==> src/ssp_pkg.sv <==
// register map, field layout, modes and carriers of the serial port
package ssp_pkg;
  // ---------------------------------------------------------------
  // register indices
  // ---------------------------------------------------------------
  localparam logic [3:0] REG_STATUS = 4'h0;
  localparam logic [3:0] REG_CTRL1 = 4'h1;
  localparam logic [3:0] REG_BUF = 4'h2;
  localparam logic [3:0] REG_RELOAD = 4'h3;
  localparam logic [3:0] REG_PAD = 4'h4;
  localparam logic [3:0] REG_CTRL2 = 4'h5;
  // ---------------------------------------------------------------
  // field positions
  // ---------------------------------------------------------------
  localparam int ST_SMP = 7;
  localparam int ST_CKE = 6;
  localparam int ST_DA = 5;
  localparam int ST_STOP = 4;
  localparam int ST_START = 3;
  localparam int ST_RW = 2;
  localparam int ST_UA = 1;
  localparam int ST_BF = 0;
  localparam int C1_WRITE_COLLISION = 7;
  localparam int C1_OVF = 6;
  localparam int C1_EN = 5;
  localparam int C1_CKP = 4;
  localparam int PAD_SDO_DIS = 0;
  localparam int PAD_SCK_DIS = 1;
  // ---------------------------------------------------------------
  // reset values
  // ---------------------------------------------------------------
  localparam logic [7:0] RST_BYTE = 8'h00;
  localparam logic [3:0] RST_MODE = 4'h0;
  localparam logic [4:0] RST_CTRL2 = 5'h00;
  localparam logic [1:0] RST_PAD = 2'h0;
  // ---------------------------------------------------------------
  // mode codes and half-period counts
  // ---------------------------------------------------------------
  localparam logic [3:0] MODE_DIV2 = 4'h0;
  localparam logic [3:0] MODE_DIV8 = 4'h1;
  localparam logic [3:0] MODE_DIV32 = 4'h2;
  localparam logic [3:0] MODE_TIMER_TWO = 4'h3;
  localparam logic [3:0] MODE_SLV_SS = 4'h4;
  localparam logic [3:0] MODE_SLV_NOSS = 4'h5;
  localparam logic [3:0] MODE_RELOAD = 4'ha;
  localparam logic [3:0] MODE_TW_MST = 4'h8;
  localparam logic [3:0] MODE_TW_FW = 4'hb;
  localparam logic [8:0] HALF_DIV2 = 9'h001;
  localparam logic [8:0] HALF_DIV8 = 9'h004;
  localparam logic [8:0] HALF_DIV32 = 9'h010;
  localparam logic [4:0] EDGE_LAST = 5'h0f;
  localparam logic [4:0] EDGE_EXTRA = 5'h10;
  // ---------------------------------------------------------------
  // types
  // ---------------------------------------------------------------
  typedef enum logic [1:0] {
    ST_IDLE = 2'b00,
    ST_RUN = 2'b01
  } ssp_state_t;
  typedef struct packed {
    logic sck;
    logic sck_oe;
    logic sdo;
    logic sdo_oe;
  } ssp_pin_out_t;
  typedef struct packed {
    logic start;
    logic stop;
    logic data_byte;
    logic addr_byte;
    logic rw;
    logic update_addr;
    logic tx_busy;
  } ssp_tw_evt_t;
endpackage : ssp_pkg

==> src/ssp_port.sv <==
// synchronous serial port: spi master/slave engine and status registers
//
// Chosen here: the address map and the strobed register port.
`timescale 1ns/100ps
`default_nettype none
module ssp_port (
  // clock and reset
  input wire logic i_mclk,
  input wire logic i_srst,
  // register port
  input wire logic [3:0] i_addr,
  input wire logic [15:0] i_wdata,
  input wire logic i_wr,
  input wire logic i_rd,
  output logic [15:0] o_rdata,
  // clock sources and two-wire engine events
  input wire logic i_timer_two_tick,
  input wire ssp_pkg::ssp_tw_evt_t i_tw_evt,
  // pins
  input wire logic i_sck,
  input wire logic i_sdi,
  input wire logic i_ss_n,
  output ssp_pkg::ssp_pin_out_t o_pins,
  // pin ownership and two-wire pad controls
  output logic o_pins_owned,
  output logic o_ss_used,
  output logic o_slew_ctrl_en,
  output logic o_smbus_inputs,
  output logic o_tw_active
);
  // ---------------------------------------------------------------
  // functions
  // ---------------------------------------------------------------
  function automatic logic f_master(input logic [3:0] m);
    f_master = (m == ssp_pkg::MODE_DIV2) | (m == ssp_pkg::MODE_DIV8) |
               (m == ssp_pkg::MODE_DIV32) | (m == ssp_pkg::MODE_TIMER_TWO) |
               (m == ssp_pkg::MODE_RELOAD);
  endfunction : f_master

  function automatic logic f_slave(input logic [3:0] m);
    f_slave = (m == ssp_pkg::MODE_SLV_SS) | (m == ssp_pkg::MODE_SLV_NOSS);
  endfunction : f_slave

  function automatic logic [8:0] f_half(input logic [3:0] m,
                                        input logic [7:0] r);
    unique case (m)
      ssp_pkg::MODE_DIV8: f_half = ssp_pkg::HALF_DIV8;
      ssp_pkg::MODE_DIV32: f_half = ssp_pkg::HALF_DIV32;
      // reload zero still gives one cycle, never a stuck divider
      ssp_pkg::MODE_RELOAD: f_half = {1'b0, r} + 9'h001;
      default: f_half = ssp_pkg::HALF_DIV2;
    endcase
  endfunction : f_half

  // ---------------------------------------------------------------
  // registers
  // ---------------------------------------------------------------
  logic [2:0] sck_q;
  logic [1:0] sdi_q;
  logic [1:0] ss_q;
  logic smp_r, cke_r, da_r, stop_r, start_r, rw_r, ua_r, bf_r;
  logic write_collision_r, ovf_r, en_r, ckp_r;
  logic [3:0] mode_r;
  logic [7:0] buf_r, reload_r, tx_sr_r, rx_sr_r;
  logic [1:0] pad_r;
  logic [4:0] ctrl2_r;
  ssp_pkg::ssp_state_t state_r;
  logic [4:0] edge_r;
  logic [8:0] div_r;
  logic sck_r, sdo_r, sck_oe_r, sdo_oe_r;
  logic owned_r, ss_used_r, slew_r, smbus_r, active_r;
  logic [15:0] rdata_r;

  // ---------------------------------------------------------------
  // decode
  // ---------------------------------------------------------------
  wire wr_stat = i_wr & (i_addr == ssp_pkg::REG_STATUS);
  wire wr_ctrl1 = i_wr & (i_addr == ssp_pkg::REG_CTRL1);
  wire wr_buf = i_wr & (i_addr == ssp_pkg::REG_BUF);
  wire wr_reload = i_wr & (i_addr == ssp_pkg::REG_RELOAD);
  wire wr_pad = i_wr & (i_addr == ssp_pkg::REG_PAD);
  wire wr_ctrl2 = i_wr & (i_addr == ssp_pkg::REG_CTRL2);
  wire rd_buf = i_rd & (i_addr == ssp_pkg::REG_BUF);

  wire is_master = en_r & f_master(mode_r);
  wire is_slave = en_r & f_slave(mode_r);
  wire is_tw = en_r & ~f_master(mode_r) & ~f_slave(mode_r);
  wire tw_master = is_tw & ((mode_r == ssp_pkg::MODE_TW_MST) |
                            (mode_r == ssp_pkg::MODE_TW_FW));
  // select pin only counts under 0100; 0101 leaves it as plain i/o
  wire ss_ok = (mode_r == ssp_pkg::MODE_SLV_NOSS) | ~ss_q[1];
  wire sdi_s = sdi_q[1];

  // ---------------------------------------------------------------
  // shift timing
  // ---------------------------------------------------------------
  wire [8:0] half_m1 = f_half(mode_r, reload_r) - 9'h001;
  wire use_timer_two = (mode_r == ssp_pkg::MODE_TIMER_TWO);
  wire running = (state_r == ssp_pkg::ST_RUN);
  wire m_tick = running & is_master &
                (use_timer_two ? i_timer_two_tick : (div_r == half_m1));
  wire s_edge = is_slave & ss_ok & (sck_q[2] != sck_q[1]);
  wire adv = m_tick | s_edge;
  wire s_busy = edge_r != 5'h00;
  wire busy = is_master ? running : (is_slave & s_busy);

  // data out moves on trailing edges with the edge bit set
  wire shift_edge = cke_r ? edge_r[0] : ~edge_r[0];
  // slave ignores the sample bit; end-of-bit sampling applies in master modes only
  wire use_end = smp_r & is_master;
  wire end_smp = (shift_edge & ~(~cke_r & (edge_r == 5'h00))) |
                 (edge_r == ssp_pkg::EDGE_EXTRA);
  wire smp_edge = use_end ? end_smp : ~shift_edge;
  wire [4:0] last_edge = (use_end & ~cke_r) ? ssp_pkg::EDGE_EXTRA :
                         ssp_pkg::EDGE_LAST;
  wire done = adv & (edge_r == last_edge);
  wire [7:0] rx_next = smp_edge ? {rx_sr_r[6:0], sdi_s} : rx_sr_r;
  wire toggle = m_tick & (edge_r <= ssp_pkg::EDGE_LAST);

  wire start_m = wr_buf & is_master & ~running;
  wire load_s = wr_buf & is_slave & ~s_busy;
  wire load = start_m | load_s;
  wire write_collision_set = wr_buf & busy;
  wire ovf_hit = done & is_slave & bf_r;
  wire bf_set = done & ~ovf_hit;

  // ---------------------------------------------------------------
  // next values of control and status
  // ---------------------------------------------------------------
  // hardware set wins over a software clear in the same cycle
  wire write_collision_nxt = write_collision_set |
                  (write_collision_r & ~(wr_ctrl1 & ~i_wdata[ssp_pkg::C1_WRITE_COLLISION]));
  wire ovf_nxt = ovf_hit |
                 (ovf_r & ~(wr_ctrl1 & ~i_wdata[ssp_pkg::C1_OVF]));
  wire bf_nxt = bf_set | (bf_r & ~rd_buf);
  wire start_nxt = en_r & (i_tw_evt.start |
                   (start_r & ~(is_tw & i_tw_evt.stop)));
  wire stop_nxt = en_r & (i_tw_evt.stop |
                  (stop_r & ~(is_tw & i_tw_evt.start)));
  wire ua_nxt = (is_tw & i_tw_evt.update_addr) |
                (ua_r & ~wr_reload);
  wire rw_view = tw_master ? i_tw_evt.tx_busy : rw_r;
  wire bf_view = bf_r | (is_tw & i_tw_evt.tx_busy);
  wire tw_busy = rw_view | (|ctrl2_r);

  wire [7:0] stat_byte = {smp_r, cke_r, da_r, stop_r, start_r,
                          rw_view, ua_r, bf_view};
  wire [7:0] ctrl1_byte = {write_collision_r, ovf_r, en_r, ckp_r, mode_r};
  logic [7:0] rd_mux;
  always_comb begin
    unique case (i_addr)
      ssp_pkg::REG_STATUS: rd_mux = stat_byte;
      ssp_pkg::REG_CTRL1: rd_mux = ctrl1_byte;
      ssp_pkg::REG_BUF: rd_mux = buf_r;
      ssp_pkg::REG_RELOAD: rd_mux = reload_r;
      ssp_pkg::REG_PAD: rd_mux = {6'h00, pad_r};
      ssp_pkg::REG_CTRL2: rd_mux = {3'h0, ctrl2_r};
      default: rd_mux = 8'h00;
    endcase
  end

  // ---------------------------------------------------------------
  // pin synchronisers
  // ---------------------------------------------------------------
  always_ff @(posedge i_mclk) begin
    if (i_srst) begin
      sck_q <= 3'h0;
      sdi_q <= 2'h0;
      ss_q <= 2'h3;
    end else begin
      sck_q <= {sck_q[1:0], i_sck};
      sdi_q <= {sdi_q[0], i_sdi};
      ss_q <= {ss_q[0], i_ss_n};
    end
  end

  // ---------------------------------------------------------------
  // software registers
  // ---------------------------------------------------------------
  always_ff @(posedge i_mclk) begin
    if (i_srst) begin
      {smp_r, cke_r} <= 2'h0;
      {write_collision_r, ovf_r, en_r, ckp_r} <= 4'h0;
      mode_r <= ssp_pkg::RST_MODE;
      reload_r <= ssp_pkg::RST_BYTE;
      pad_r <= ssp_pkg::RST_PAD;
      ctrl2_r <= ssp_pkg::RST_CTRL2;
    end else begin
      if (wr_stat) begin
        smp_r <= i_wdata[ssp_pkg::ST_SMP];
        cke_r <= i_wdata[ssp_pkg::ST_CKE];
      end
      if (wr_ctrl1) begin
        en_r <= i_wdata[ssp_pkg::C1_EN];
        ckp_r <= i_wdata[ssp_pkg::C1_CKP];
        mode_r <= i_wdata[3:0];
      end
      write_collision_r <= write_collision_nxt;
      ovf_r <= ovf_nxt;
      if (wr_reload) begin
        reload_r <= i_wdata[7:0];
      end
      if (wr_pad) begin
        pad_r <= i_wdata[1:0];
      end
      if (wr_ctrl2) begin
        ctrl2_r <= i_wdata[4:0];
      end
    end
  end

  // ---------------------------------------------------------------
  // two-wire status view
  // ---------------------------------------------------------------
  always_ff @(posedge i_mclk) begin
    if (i_srst) begin
      {da_r, stop_r, start_r, rw_r, ua_r} <= 5'h00;
    end else begin
      start_r <= start_nxt;
      stop_r <= stop_nxt;
      ua_r <= ua_nxt;
      if (!is_tw || tw_master) begin
        da_r <= 1'b0; // reserved outside two-wire slave
      end else if (i_tw_evt.data_byte || i_tw_evt.addr_byte) begin
        da_r <= i_tw_evt.data_byte;
      end
      if (is_tw && i_tw_evt.addr_byte) begin
        rw_r <= i_tw_evt.rw;
      end
    end
  end

  // ---------------------------------------------------------------
  // shift engine
  // ---------------------------------------------------------------
  always_ff @(posedge i_mclk) begin
    if (i_srst || !en_r) begin
      state_r <= ssp_pkg::ST_IDLE;
      edge_r <= 5'h00;
      div_r <= 9'h000;
      tx_sr_r <= ssp_pkg::RST_BYTE;
      rx_sr_r <= ssp_pkg::RST_BYTE;
      sdo_r <= 1'b0;
    end else begin
      if (start_m) begin
        state_r <= ssp_pkg::ST_RUN;
      end else if (done && is_master) begin
        state_r <= ssp_pkg::ST_IDLE;
      end
      if (running && !use_timer_two && div_r != half_m1) begin
        div_r <= div_r + 9'h001;
      end else begin
        div_r <= 9'h000;
      end
      if (is_slave && !ss_ok) begin
        edge_r <= 5'h00; // deselect aborts a partial frame
      end else if (done) begin
        edge_r <= 5'h00;
      end else if (adv) begin
        edge_r <= edge_r + 5'h01;
      end
      // msb first; edge bit set puts the msb out before the first edge
      if (load) begin
        tx_sr_r <= cke_r ? {i_wdata[6:0], 1'b0} : i_wdata[7:0];
        if (cke_r) begin
          sdo_r <= i_wdata[7];
        end
      end else if (adv && shift_edge && edge_r <= ssp_pkg::EDGE_LAST) begin
        sdo_r <= tx_sr_r[7];
        tx_sr_r <= {tx_sr_r[6:0], 1'b0};
      end
      if (adv) begin
        rx_sr_r <= rx_next;
      end
    end
  end

  // ---------------------------------------------------------------
  // receive buffer
  // ---------------------------------------------------------------
  always_ff @(posedge i_mclk) begin
    if (i_srst) begin
      buf_r <= ssp_pkg::RST_BYTE;
      bf_r <= 1'b0;
    end else begin
      if (bf_set) begin
        buf_r <= rx_next;
      end
      bf_r <= bf_nxt;
    end
  end

  // ---------------------------------------------------------------
  // pins and pad controls
  // ---------------------------------------------------------------
  always_ff @(posedge i_mclk) begin
    if (i_srst) begin
      sck_r <= 1'b0;
      {sck_oe_r, sdo_oe_r} <= 2'h0;
      {owned_r, ss_used_r, slew_r, smbus_r, active_r} <= 5'h00;
    end else begin
      if (!running) begin
        sck_r <= ckp_r;
      end else if (toggle) begin
        sck_r <= ~sck_r;
      end
      sck_oe_r <= is_master & ~pad_r[ssp_pkg::PAD_SCK_DIS];
      sdo_oe_r <= (is_master | (is_slave & ss_ok)) &
                  ~pad_r[ssp_pkg::PAD_SDO_DIS];
      owned_r <= en_r;
      ss_used_r <= en_r & (mode_r == ssp_pkg::MODE_SLV_SS);
      slew_r <= is_tw & ~smp_r;
      smbus_r <= is_tw & cke_r;
      active_r <= is_tw & tw_busy;
    end
  end

  // read data stand for exactly the cycle after the strobe
  always_ff @(posedge i_mclk) begin
    if (i_srst) begin
      rdata_r <= 16'h0000;
    end else begin
      rdata_r <= i_rd ? {8'h00, rd_mux} : 16'h0000;
    end
  end

  assign o_rdata = rdata_r;
  assign o_pins = '{sck: sck_r, sck_oe: sck_oe_r,
                    sdo: sdo_r, sdo_oe: sdo_oe_r};
  assign o_pins_owned = owned_r;
  assign o_ss_used = ss_used_r;
  assign o_slew_ctrl_en = slew_r;
  assign o_smbus_inputs = smbus_r;
  assign o_tw_active = active_r;
endmodule : ssp_port
`default_nettype wire

==> config.mk <==
export PLATFORM = sky130hd
export DESIGN_NAME = ssp_port
export DESIGN_NICKNAME = d
export VERILOG_FILES = /design/src/ssp_pkg.sv /design/src/ssp_port.sv
export SDC_FILE = /design/constraint.sdc
export NUM_CORES = 1
export LEC_CHECK = 0
export BUFFER_PORTS_ARGS = -buffer_cell sky130_fd_sc_hd__buf_4
export CORE_ASPECT_RATIO = 1.25
export CORE_UTILIZATION = 35
export DETAILED_ROUTE_END_ITERATION = 7
export HOLD_SLACK_MARGIN = 0.05
export PLACE_DENSITY = 0.55
export SYNTH_ARGS = -nofsm -noshare
export SYNTH_HDL_FRONTEND = slang
export SYNTH_SLANG_ARGS = --single-unit
export TNS_END_PERCENT = 10
==> constraint.sdc <==
create_clock -name i_mclk -period 2.9 [get_ports i_mclk]
set_clock_uncertainty 0.15 [all_clocks]
set_input_delay 0.435 -clock i_mclk [delete_from_list [all_inputs] [get_ports i_mclk]]
set_output_delay 0.435 -clock i_mclk [all_outputs]
set_load 0.05 [all_outputs]
; Yosys cells after proc, flatten, opt, wreduce, memory -nomap -nowiden
; Cells that the tools add are included.
[word_totals]
elab_cells = 200
output_inout_bits = 25
input_bits = 35
reg_bits = 102
[op_classes]
n_lt_le_gt_ge = 1
bitwise_logic = 94
eq_ne = 20
n_reduce_logical = 26
add_sub_neg = 4
n_mux = 19
[op_table]
columns = cell, count
row1 = $and 1x1->1, 51
row2 = $pmux 8 s6, 1
row3 = $mux 8, 4
row4 = $pmux 9 s3, 1
row5 = $not 1->1, 24
row6 = $or 1x1->1, 19
row7 = $eq 4x2->1 const B, 4
row8 = $eq 4x3->1 const B, 4
row9 = $eq 4x4->1 const B, 3
row10 = $mux 1, 12
row11 = $add 8x1->9 const B, 1
row12 = $add 9x1->9 const B, 1
row13 = $eq 9x9->1, 1
row14 = $ne 9x9->1, 1
row15 = $sub 9x1->9 const B, 1
row16 = $eq 4x1->1 const B, 2
row17 = $logic_not 4->1, 2
row18 = $logic_and 1x1->1, 7
row19 = $reduce_or 2->1, 3
row20 = $add 5x1->5 const B, 1
row21 = $eq 5x5->1, 1
row22 = $eq 5x5->1 const B, 1
row23 = $le 5x4->1 const B, 1
row24 = $logic_not 5->1, 1
row25 = other kinds (11), 17

; Logic depth before layout (Yosys ltp)
; Gate-level depths: netlist of the first run.
[depth]
ltp_word = 16
ltp_mapped = 13
depth_no_buf = 11

; Worst setup path before layout of the first run
; Ideal clock, no wire load.
[synth_path]
path_kind = register to register
startpoint = register reload_r[1]
endpoint = register sdo_r
arrival_ns = 2.918
stages_incl_launch_ff = 11
path_buffers = 1
setup_time_ns = 0.122
period_less_slack_ns = 3.190
path_slack_ns = -0.290
t_required_ns = 2.628
cell_sequence = dfxtp_1 -> ha_1 -> buf_2 -> xor2_1 -> a22o_1 -> or4_1 -> a31o_2 -> a211oi_1 -> o211a_4 -> nor2_2 -> o311a_1
[synth_between]
elab_chain_cells = 11
[synth_lines]
columns = element, line
row1 = from (decl), ssp_port.sv:64  ; logic [7:0] buf_r, reload_r, tx_sr_r, rx_sr_r;
row2 = from (signal assigned), ssp_port.sv:185  ; reload_r <= ssp_pkg::RST_BYTE;
row3 = from (signal assigned), ssp_port.sv:201  ; reload_r <= i_wdata[7:0];
row4 = $add 8x1->9, ssp_port.sv:50  ; ssp_pkg::MODE_RELOAD: f_half = {1'b0, r} + 9'h001;
row5 = $pmux 9 s3, ssp_port.sv:46  ; unique case (m)
row6 = $sub 9x1->9, ssp_port.sv:97  ; wire [8:0] half_m1 = f_half(mode_r, reload_r) - 9'h001;
row7 = $eq 9x9->1, ssp_port.sv:101  ; (use_timer_two ? i_timer_two_tick : (div_r == half_m1));
row8 = $mux 1, ssp_port.sv:101
row9 = $and 1x1->1, ssp_port.sv:100  ; wire m_tick = running & is_master &
row10 = $or 1x1->1, ssp_port.sv:103  ; wire adv = m_tick | s_edge;
row11 = $logic_and 1x1->1 (2 in series), ssp_port.sv:268  ; end else if (adv && shift_edge && edge_r <= ssp_pkg::EDGE_LAST) begin
row12 = $reduce_bool 2->1 (no line), n/a
row13 = $reduce_and 2->1 (no line), n/a
row14 = to (signal assigned), ssp_port.sv:266  ; sdo_r <= i_wdata[7];
row15 = to (signal assigned), ssp_port.sv:269  ; sdo_r <= tx_sr_r[7];
row16 = to (decl), ssp_port.sv:70  ; logic sck_r, sdo_r, sck_oe_r, sdo_oe_r;
; Every way passes these cells.
; A chain may end at the register's enable or synchronous reset.

; Worst setup path in the final report of the first run
[layout_path]
startpoint = register reload_r[1]
endpoint = register edge_r[4]
[layout_between]
elab_chain_cells = 9
[layout_lines]
columns = element, line
row1 = $add 8x1->9 (*), ssp_port.sv:50
row2 = $pmux 9 s3 (*), ssp_port.sv:46
row3 = $sub 9x1->9 (*), ssp_port.sv:97
row4 = $eq 9x9->1 (*), ssp_port.sv:101
row5 = $mux 1 (*), ssp_port.sv:101
row6 = $and 1x1->1 (*), ssp_port.sv:100
row7 = $or 1x1->1 (*), ssp_port.sv:103
row8 = $and 1x1->1, ssp_port.sv:116  ; wire done = adv & (edge_r == last_edge);
row9 = $reduce_or 3->1 (no line), n/a
row10 = to (signal assigned), ssp_port.sv:260  ; edge_r <= edge_r + 5'h01;
row11 = to (decl), ssp_port.sv:68  ; logic [4:0] edge_r;
; Mark *: on every way between the ends. The rest lies on a longest branch, timed or not.

==> flow_metrics.tcl, run 1 <==
set metrics [dict create \
    syn_area_per_cell_um2 8.05 \
    clkTransAtPathRegs_ns 0.07 \
    routed_via_density 5.63 \
    grt_use_met3_pct 3.33 \
    cts_made_buffers 9 \
    grt_pass1_wl_um 26200 \
    fmax_mhz 329 \
    place.gp.congestion 0.883 \
    setup_viol 31 \
    cts_tree "yes" \
    n_antenna_cell 0 \
    ys_ff_latch 94 \
    busiest_layer "met2" \
    arrival_ns 3.18 \
    p_switching_mw 0.703 \
    cts-root-buf "clkbuf_16" \
    critical_path_class "flop to flop" \
    syn_inst 661 \
    final_max_slew_viol_count 0 \
    fin_nets 795 \
    worst_slack_ns -0.142 \
    critPathTopFamily "compound AO/OA/AOI/OAI gates" \
    dp_hpwl_um 12200 \
    grt_pass1_vias 5154 \
    insertion_delay_ns 0.35 \
    antenna_left 0 \
    crit_required_ns 3.03 \
    ys.flop_type "dfxtp_1" \
    path_buf_inv 3 \
    powerDensity_nw_per_um2 420 \
    firstDrtPassIters 7 \
    violations "DRC, setup timing" \
    power.internal_mw 2.19 \
    die_area_um2 15700 \
    crit_path_start_kind "flop" \
    grt_setup_unrepaired "true" \
    grt_util_all_layers_pct 21.4 \
    async_flop_share_pct 0 \
    cp-end-kind "flop" \
    cts_sinks 94 \
    final_cells 941 \
    status "finished, violations left" \
    hold_path_class "primary input to flop" \
    use_met1_pct 24.8 \
    die_y_um 140 \
    p_clk_share_pct 46.1 \
    dp.cells 913 \
    path_max_fanout 8 \
    antenna_found_initial 0 \
    drive_above_1_share_pct 26.5 \
    initial_core_util_pct 35.8 \
    fin_crit_ns 3.04 \
    ios 60 \
    synth_warnings 0 \
    io_buffers 43 \
    maxSlewHeadroom_pct 45.4 \
    ys_types 72 \
    slowest_delay_ns 0.54 \
    grt_max_degree 30 \
    cp_slowest_cell "or4_4" \
    vias 5295 \
    cts_max_level 3 \
    final.period_utilization_pct 105 \
    p_leak_nw 2.59 \
    netlist_area_um2 5320 \
    final_core_util_pct 46.4 \
    final_cell_mix "buf_4 (120), dfxtp_1 (90), nand2_1 (68)" \
    tightest_slew_ns 0.811 \
    maxCapViolCount 0 \
    drtIter0Drc 406 \
    wl_per_cell_um 17.9 \
    drc_errors 2 \
    holdWs_ns 0.118 \
    hold_violations 0 \
    swShare_pct 24.3 \
    path_cells "buf_6, nand4_1, or4_4, and3_4, a211o_1, a221oi_4, buf_6, o211ai_4, buf_4, a211o_1, a21oi_1" \
    areaGrowthSynthToFinish_pct 29.6 \
    fill_cells 1468 \
    cts.path.max_buffers 2 \
    overflow 0 \
    ir_drop_mv 0.336 \
    fp-row-count 50 \
    synth_edf_count 0 \
    die_x_um 112 \
    core_um2 14900 \
    combPwrFrac_pct 7.6 \
    grtUsageMet2_pct 39.1 \
    synth.yosys.seq_area_share_pct 35.3 \
    routed_wl_um 16800 \
    seqPwrFrac_pct 46.3 \
    layout_commonest_cell "buf_4" \
]
## routing by layer
layer,vias up,wire length [µm]
met2,127,8720
met3,24,611
met4,0,371
met1,2554,7140
met5,-,0
li1,2590,-
## state kept, by name, indices dropped and copies added, names as in the netlist, 2 cells and up
name	flops
ctrl2_r	5
o_rdata	8
reload_r	8
edge_r	5
sck_q	3
rx_sr_r	8
buf_r	8
tx_sr_r	8
sdi_q	2
mode_r	4
ss_q	2
pad_r	2
div_r	9
## worst paths after layout
check	startpoint	depth (start not counted)	to	slack (ns)
max	reload_r[1]	11	edge_r[4]	-0.14
max reg2reg	reload_r[1]	11	edge_r[4]	-0.14
min reg2reg	ss_q[0]	1	ss_q[1]	0.26
min	i_ss_n	2	ss_q[0]	0.12
## worst reg2reg max path: cells and delay by family (launching register included)
kind	cells	cell delay [ns]
flip-flops	1	0.36
AO/OA/AOI/OAI	5	1.13
buffers and inverters	3	0.49
AND/OR/NAND/NOR	3	0.83
## what timing repair did
action                                 4_1_cts  5_1_grt
cloned                                       0        4
resized for setup                           19       31
pin swaps                                   19       13
hold buffers                                 0        0
buffers inserted                             3        5
setup endpoints to repair                   35       43
endpoints found under the hold margin        0        0
## through the flow
step	instance area (µm²)	total power [mW]	worst slack (ns)	TNS (ns)
after detailed placement	6240	1.58	-0.285	-6.68
after global routing	6900	2.99	-0.235	-5.62
after global placement	6240	1.57	-0.207	-4.37
after CTS	6690	2.91	-0.123	-1.63
final	6900	2.90	-0.142	-2.09
after floorplan	5390	1.49	0.0144	0
## kinds of logic after synthesis
group / synth area share (%)
AOI/OAI and AO/OA: 23.9
xor gates and xnor gates: 2.96
adders and majority gates: 1.41
buffers and inverters: 6.77
DFF: 35.3
muxes: 5.73
other: 0.0704
and+or+nand+nor: 23.8
## Yosys cell counts (8+ instances only)
master	count	area share, %
a211o_1	12	2.0
a21oi_1	54	5.1
a22oi_1	13	1.8
a31oi_1	18	2.1
buf_2	8	0.75
buf_4	13	1.8
clkbuf_1	30	2.1
dfxtp_1	94	35
inv_1	20	1.4
mux2i_1	26	4.9
nand2_1	68	4.8
nand2b_1	8	0.94
nand3_1	56	5.3
nand4_1	12	1.4
nor2_1	51	3.6
nor2b_1	16	1.9
nor3_1	8	0.75
o211ai_1	9	1.3
o21ai_0	21	2.0
o311a_1	8	1.5
xnor2_1	8	1.3
xor2_1	10	1.6
## area by class of cell
class                      instances  area (µm²)  area share (%)
clock buffer                      11         243            3.52
clock inverter                     5        88.8            1.29
sequential                        94        1890            27.4
timing repair buffer             132        1030            14.9
multi-input combinational        497        3350            48.5
inverter                          20        75.1            1.09
tap                              182         228            3.30
## power groups by stage
stage          clock [mW]  combinational, mW  sequential, mW
2_1_floorplan           0              0.135            1.36
3_3_place_gp            0              0.203            1.37
3_5_place_dp            0              0.207            1.37
4_1_cts              1.35              0.212            1.34
5_1_grt              1.41              0.237            1.34
6_report             1.34              0.220            1.34
Power figures use the tool's default switching activity.
==> inputs of run 2 (changes only) <==
--- a/config.mk
+++ b/config.mk
@@ -6,11 +6,12 @@
 export NUM_CORES = 1
 export LEC_CHECK = 0
 export BUFFER_PORTS_ARGS = -buffer_cell sky130_fd_sc_hd__buf_4
+export CAP_MARGIN = 20
 export CORE_ASPECT_RATIO = 1.25
 export CORE_UTILIZATION = 35
 export DETAILED_ROUTE_END_ITERATION = 7
 export HOLD_SLACK_MARGIN = 0.05
-export PLACE_DENSITY = 0.55
+export PLACE_DENSITY = 0.53
 export SYNTH_ARGS = -nofsm -noshare
 export SYNTH_HDL_FRONTEND = slang
 export SYNTH_SLANG_ARGS = --single-unit
==> constraint.sdc (replaced) <==
create_clock -name i_mclk -period 3.35 [get_ports i_mclk]
set_clock_uncertainty 0.15 [all_clocks]
set_input_delay 0.5025 -clock i_mclk [delete_from_list [all_inputs] [get_ports i_mclk]]
set_output_delay 0.5025 -clock i_mclk [all_outputs]
set_load 0.05 [all_outputs]
==> run 2 against run 1 <==
Effect of this change:
- first-iteration DRC count decreased by 4.9%
- fmax fell by 3.7%
- the flow finishes with violations (DRC)
- design area fell by 9.7%
- clock power decreased by 27%
- critical path depth fell by 2
==> flow_metrics.tcl, run 2 (synthesis gave the netlist of run 1 again) <==
set metrics [dict create \
    hold_path_class "primary input to flop" \
    fin_crit_ns 3.16 \
    final_cell_mix "dfxtp_1 (91), buf_4 (82), nand2_1 (68)" \
    path_cells "nand3_1, buf_4, or4_1, o211ai_1, o211ai_1, a221oi_4, o211a_4, nor2_2, o311a_1" \
    cts_made_buffers 9 \
    maxSlewHeadroom_pct 46.3 \
    antenna_left 0 \
    routed_via_density 5.69 \
    crit_path_start_kind "flop" \
    ir_drop_mv 0.204 \
    hold_violations 0 \
    wl_per_cell_um 17.8 \
    grt_pass1_vias 4915 \
    arrival_ns 3.25 \
    firstDrtPassIters 7 \
    grt_setup_unrepaired "false" \
    cts_tree "yes" \
    die_x_um 112 \
    core_um2 14900 \
    crit_required_ns 3.44 \
    grt_max_degree 52 \
    p_leak_nw 2.31 \
    cts_sinks 94 \
    overflow 0 \
    insertion_delay_ns 0.35 \
    fill_cells 1520 \
    cts_max_level 3 \
    largest_reg_flops 9 \
    ios 60 \
    initial_core_util_pct 35.8 \
    cts_setup_buffers 0 \
    die_area_um2 15700 \
    crit_top_cell "o211ai_1" \
    pre_cts_ws_ns 0.0730 \
    tns_ns 0 \
    drtIter0Drc 386 \
    grt_pass1_wl_um 25600 \
    layout_commonest_cell "dfxtp_1" \
    maxCapViolCount 0 \
    critPathTopFamily "compound AO/OA/AOI/OAI gates" \
    clkTransAtPathRegs_ns 0.06 \
    fin_nets 745 \
    areaGrowthSynthToFinish_pct 17.0 \
    slowest_delay_ns 0.47 \
    violations "DRC" \
    vias 5073 \
    cp-end-kind "flop" \
    tightest_slew_ns 0.802 \
    place.gp.congestion 0.853 \
    path_buf_inv 1 \
    routed_wl_um 15800 \
    regMostFlops "div_r" \
    final.period_utilization_pct 94.3 \
    dp_hpwl_um 11800 \
    cts.path.max_buffers 2 \
    cts-root-buf "clkbuf_16" \
    status "finished, violations left" \
    setup_viol 0 \
    drc_errors 2 \
    die_y_um 140 \
    worst_slack_ns 0.192 \
    fp-row-count 50 \
    cts_hold_buffers 0 \
    final_max_slew_viol_count 0 \
    grt_util_all_layers_pct 20.8 \
    critical_path_class "flop to flop" \
    path_max_fanout 10 \
    n_antenna_cell 0 \
    io_buffers 43 \
    drive_above_1_share_pct 17.2 \
    cp_slowest_cell "dfxtp_1" \
    multi_input_area_um2 3130 \
    regArea_um2 1890 \
    powerDensity_nw_per_um2 371 \
    antenna_found_initial 0 \
    fmax_mhz 317 \
]
## run 2: changes by cell type in the layout (fill, tap and decap cells not counted), moves of 3 or more
cell,change
a31oi_1,+3
a31oi_2,-3
buf_2,-3
buf_4,-38
buf_6,-8
## run 2: per-stage QoR
| step | area, µm² | hold WS, ns | power (mW) | cells | utilization [%] |
|---|---|---|---|---|---|
| after floorplan | 5350 | 0.239 | 1.29 | 668 | - |
| after global placement | 5930 | 0.244 | 1.36 | 875 | 39.8 |
| after detailed placement | 5930 | 0.247 | 1.36 | 875 | 39.8 |
| after CTS | 6200 | 0.174 | 2.33 | 891 | 41.7 |
| after global routing | 6230 | 0.176 | 2.39 | 891 | 41.8 |
| final | 6230 | 0.183 | 2.31 | 891 | 41.8 |
## run 2: worst paths after layout
path | slack (ns) | to | depth (start not counted) | from
worst max-delay path | 0.19 | sdo_r | 9 | reload_r[4]
worst min-delay path | 0.18 | ss_q[0] | 2 | i_ss_n
worst max register to register | 0.19 | sdo_r | 9 | reload_r[4]
worst min register to register | 0.26 | ss_q[1] | 1 | ss_q[0]
## run 2: area by class of cell
class / count / share of cell area [%]
repair buffers: 83 / 10.2
inverters: 20 / 1.21
well taps: 182 / 3.66
clock buffers: 12 / 3.96
clock inverters: 4 / 0.482
flip-flops and latches: 94 / 30.3
multi-input cells: 496 / 50.2
## run 2: report_power, final
group | internal (mW) | switching [mW] | leakage (nW)
registers | 1.14 | 0.0214 | 0.762
clock network | 0.527 | 0.445 | 0.133
logic | 0.0651 | 0.108 | 1.41
total | 1.73 | 0.575 | 2.31
## run 2: per-layer routing
layer	GRT usage, %	part of all wire [%]	vias up
met5	0	0	-
met1	25.3	43	2415
li1	-	-	2481
met3	3.12	4.0	43
met2	35.2	49	134
met4	11.2	4.0	0
## run 2: what timing repair did
item,4_1_cts,5_1_grt
resized for setup,0,9
endpoints found under the hold margin,0,0
endpoints found under the setup margin,0,37
==> inputs of run 3 (changes only) <==
--- a/config.mk
+++ b/config.mk
@@ -9,9 +9,12 @@
 export CAP_MARGIN = 20
 export CORE_ASPECT_RATIO = 1.25
 export CORE_UTILIZATION = 35
+export CTS_BUF_LIST = sky130_fd_sc_hd__clkbuf_8
 export DETAILED_ROUTE_END_ITERATION = 7
 export HOLD_SLACK_MARGIN = 0.05
 export PLACE_DENSITY = 0.53
+export RECOVER_POWER = 100
+export SKIP_CTS_REPAIR_TIMING = 1
 export SYNTH_ARGS = -nofsm -noshare
 export SYNTH_HDL_FRONTEND = slang
 export SYNTH_SLANG_ARGS = --single-unit
==> run 3 against run 2 <==
Effect of this change:
- the run ends with DRC, capacitance limit, slew limit left
- clock power decreased by 27%
- routed wire length barely moved
- design area is 3.0% lower
- first-iteration DRC count shrank 15%
- cell count did not move
- sequential power about the same
- global-route usage about the same
- worst hold slack got worse by 0.040 ns
- register-to-register slack improved by 0.02 ns
- die area is the same
- largest power group unchanged
==> flow_metrics.tcl, run 3 (synthesis gave the netlist of run 1 again) <==
set metrics [dict create \
    cts_made_buffers 9 \
    grt_setup_unrepaired "false" \
    fin_nets 745 \
    arrival_ns 3.33 \
    insertion_delay_ns 0.38 \
    hold_violations 0 \
    grt_util_all_layers_pct 20.8 \
    drc_errors 2 \
    powerDensity_nw_per_um2 337 \
    cts_sinks 94 \
    status "finished, violations left" \
    crit_path_start_kind "flop" \
    antenna_found_initial 0 \
    areaGrowthSynthToFinish_pct 13.5 \
    antenna_left 0 \
    cp-end-kind "flop" \
    die_y_um 140 \
    tightest_slew_ns 2.36 \
    maxSlewHeadroom_pct -57.1 \
    grt_pass1_vias 4913 \
    drive_above_1_share_pct 14.1 \
    routed_wl_um 15800 \
    fill_cells 1555 \
    final_cell_mix "dfxtp_1 (90), nand2_1 (68), buf_4 (58)" \
    place.gp.congestion 0.853 \
    largest_reg_flops 9 \
    cts.path.max_buffers 2 \
    overflow 0 \
    io_buffers 43 \
    maxCapViolCount 1 \
    grtUsageMet2_pct 35.1 \
    clkTransAtPathRegs_ns 0.09 \
    firstDrtPassIters 8 \
    core_um2 14900 \
    fp-row-count 50 \
    regMostFlops "div_r" \
    worst_slack_ns 0.208 \
    wl_per_cell_um 17.8 \
    setup_viol 0 \
    hold_path_class "primary input to flop" \
    cts-root-buf "clkbuf_8" \
    drtIter0Drc 329 \
    critical_path_class "flop to flop" \
    cts_tree "yes" \
    busiest_layer "met2" \
    grt_use_met3_pct 3.16 \
    die_area_um2 15700 \
    vias 5094 \
    fmax_mhz 318 \
    cts_max_level 3 \
    pre_cts_ws_ns 0.0730 \
    violations "DRC, capacitance limit, slew limit" \
    routed_via_density 5.72 \
    layout_commonest_cell "dfxtp_1" \
    ir_drop_mv 0.162 \
    dp_hpwl_um 11800 \
    initial_core_util_pct 35.8 \
    n_antenna_cell 0 \
    fin_crit_ns 3.14 \
    grt_pass1_wl_um 25500 \
    tns_ns 0 \
    p_leak_nw 2.18 \
    path_max_fanout 12 \
    grt_max_degree 52 \
    final.period_utilization_pct 93.8 \
    ios 60 \
    die_x_um 112 \
    final_max_slew_viol_count 52 \
    use_met1_pct 25.3 \
    crit_required_ns 3.54 \
]
-- run 3: changes by cell type in the layout (fill, tap and decap cells not counted), sizes merged --
| cell | change |
|---|---|
| buf | -24 |
| clkbuf | +22 |
| inv | +2 |
-- run 3: stage by stage --
| step | cells | power [mW] | cell area (µm²) | hold WS, ns | utilization (%) |
|---|---|---|---|---|---|
| floorplan | 668 | 1.29 | 5350 | 0.239 | - |
| finish | 891 | 2.04 | 6040 | 0.143 | 40.6 |
| detailed placement | 875 | 1.36 | 5930 | 0.247 | 39.8 |
| global placement | 875 | 1.36 | 5930 | 0.244 | 39.8 |
| CTS | 891 | 2.06 | 6100 | 0.125 | 41.0 |
| global route | 891 | 2.12 | 6040 | 0.127 | 40.6 |
-- run 3: path summary, 6_finish.rpt --
kind | start | endpoint | slack, ns | cells after the start
setup reg to reg | reload_r[0] | tx_sr_r[4] | 0.21 | 10
hold reg to reg | ss_q[0] | ss_q[1] | 0.27 | 1
hold / removal | i_ss_n | ss_q[0] | 0.14 | 2
setup / recovery | reload_r[0] | tx_sr_r[4] | 0.21 | 10
-- run 3: power breakdown --
group	internal (mW)	switching, mW	total [mW]
clock network	0.288	0.418	0.705
logic	0.0634	0.108	0.171
registers	1.14	0.0210	1.16
total	1.49	0.547	2.04
-- run 3: area by class of cell --
cell class,instances,area [µm²],area share [%]
clock inverter,6,37.5,0.621
tap,182,228,3.77
timing repair buffer,83,549,9.09
inverter,20,75.1,1.24
sequential,94,1890,31.2
clock buffer,10,138,2.28
multi-input combinational,496,3130,51.8
-- run 3: critical path, cell delays in order (launching register included) --
cell and delay, ns:
dfxtp_1 0.35, ha_2 0.30, nor2b_1 0.11, mux2i_1 0.13, a2111oi_1 0.52, o211ai_1 0.28, a221oi_4 0.41, o211ai_4 0.23
clkbuf_4 0.26, a31oi_1 0.16, o311a_1 0.17
-- run 3: per-layer routing --
| metal | up-vias | share of wire [%] |
|---|---|---|
| li1 | 2478 | - |
| met1 | 2430 | 43 |
| met2 | 141 | 49 |
| met3 | 45 | 4.4 |
| met4 | 0 | 4.0 |
| met5 | - | 0 |
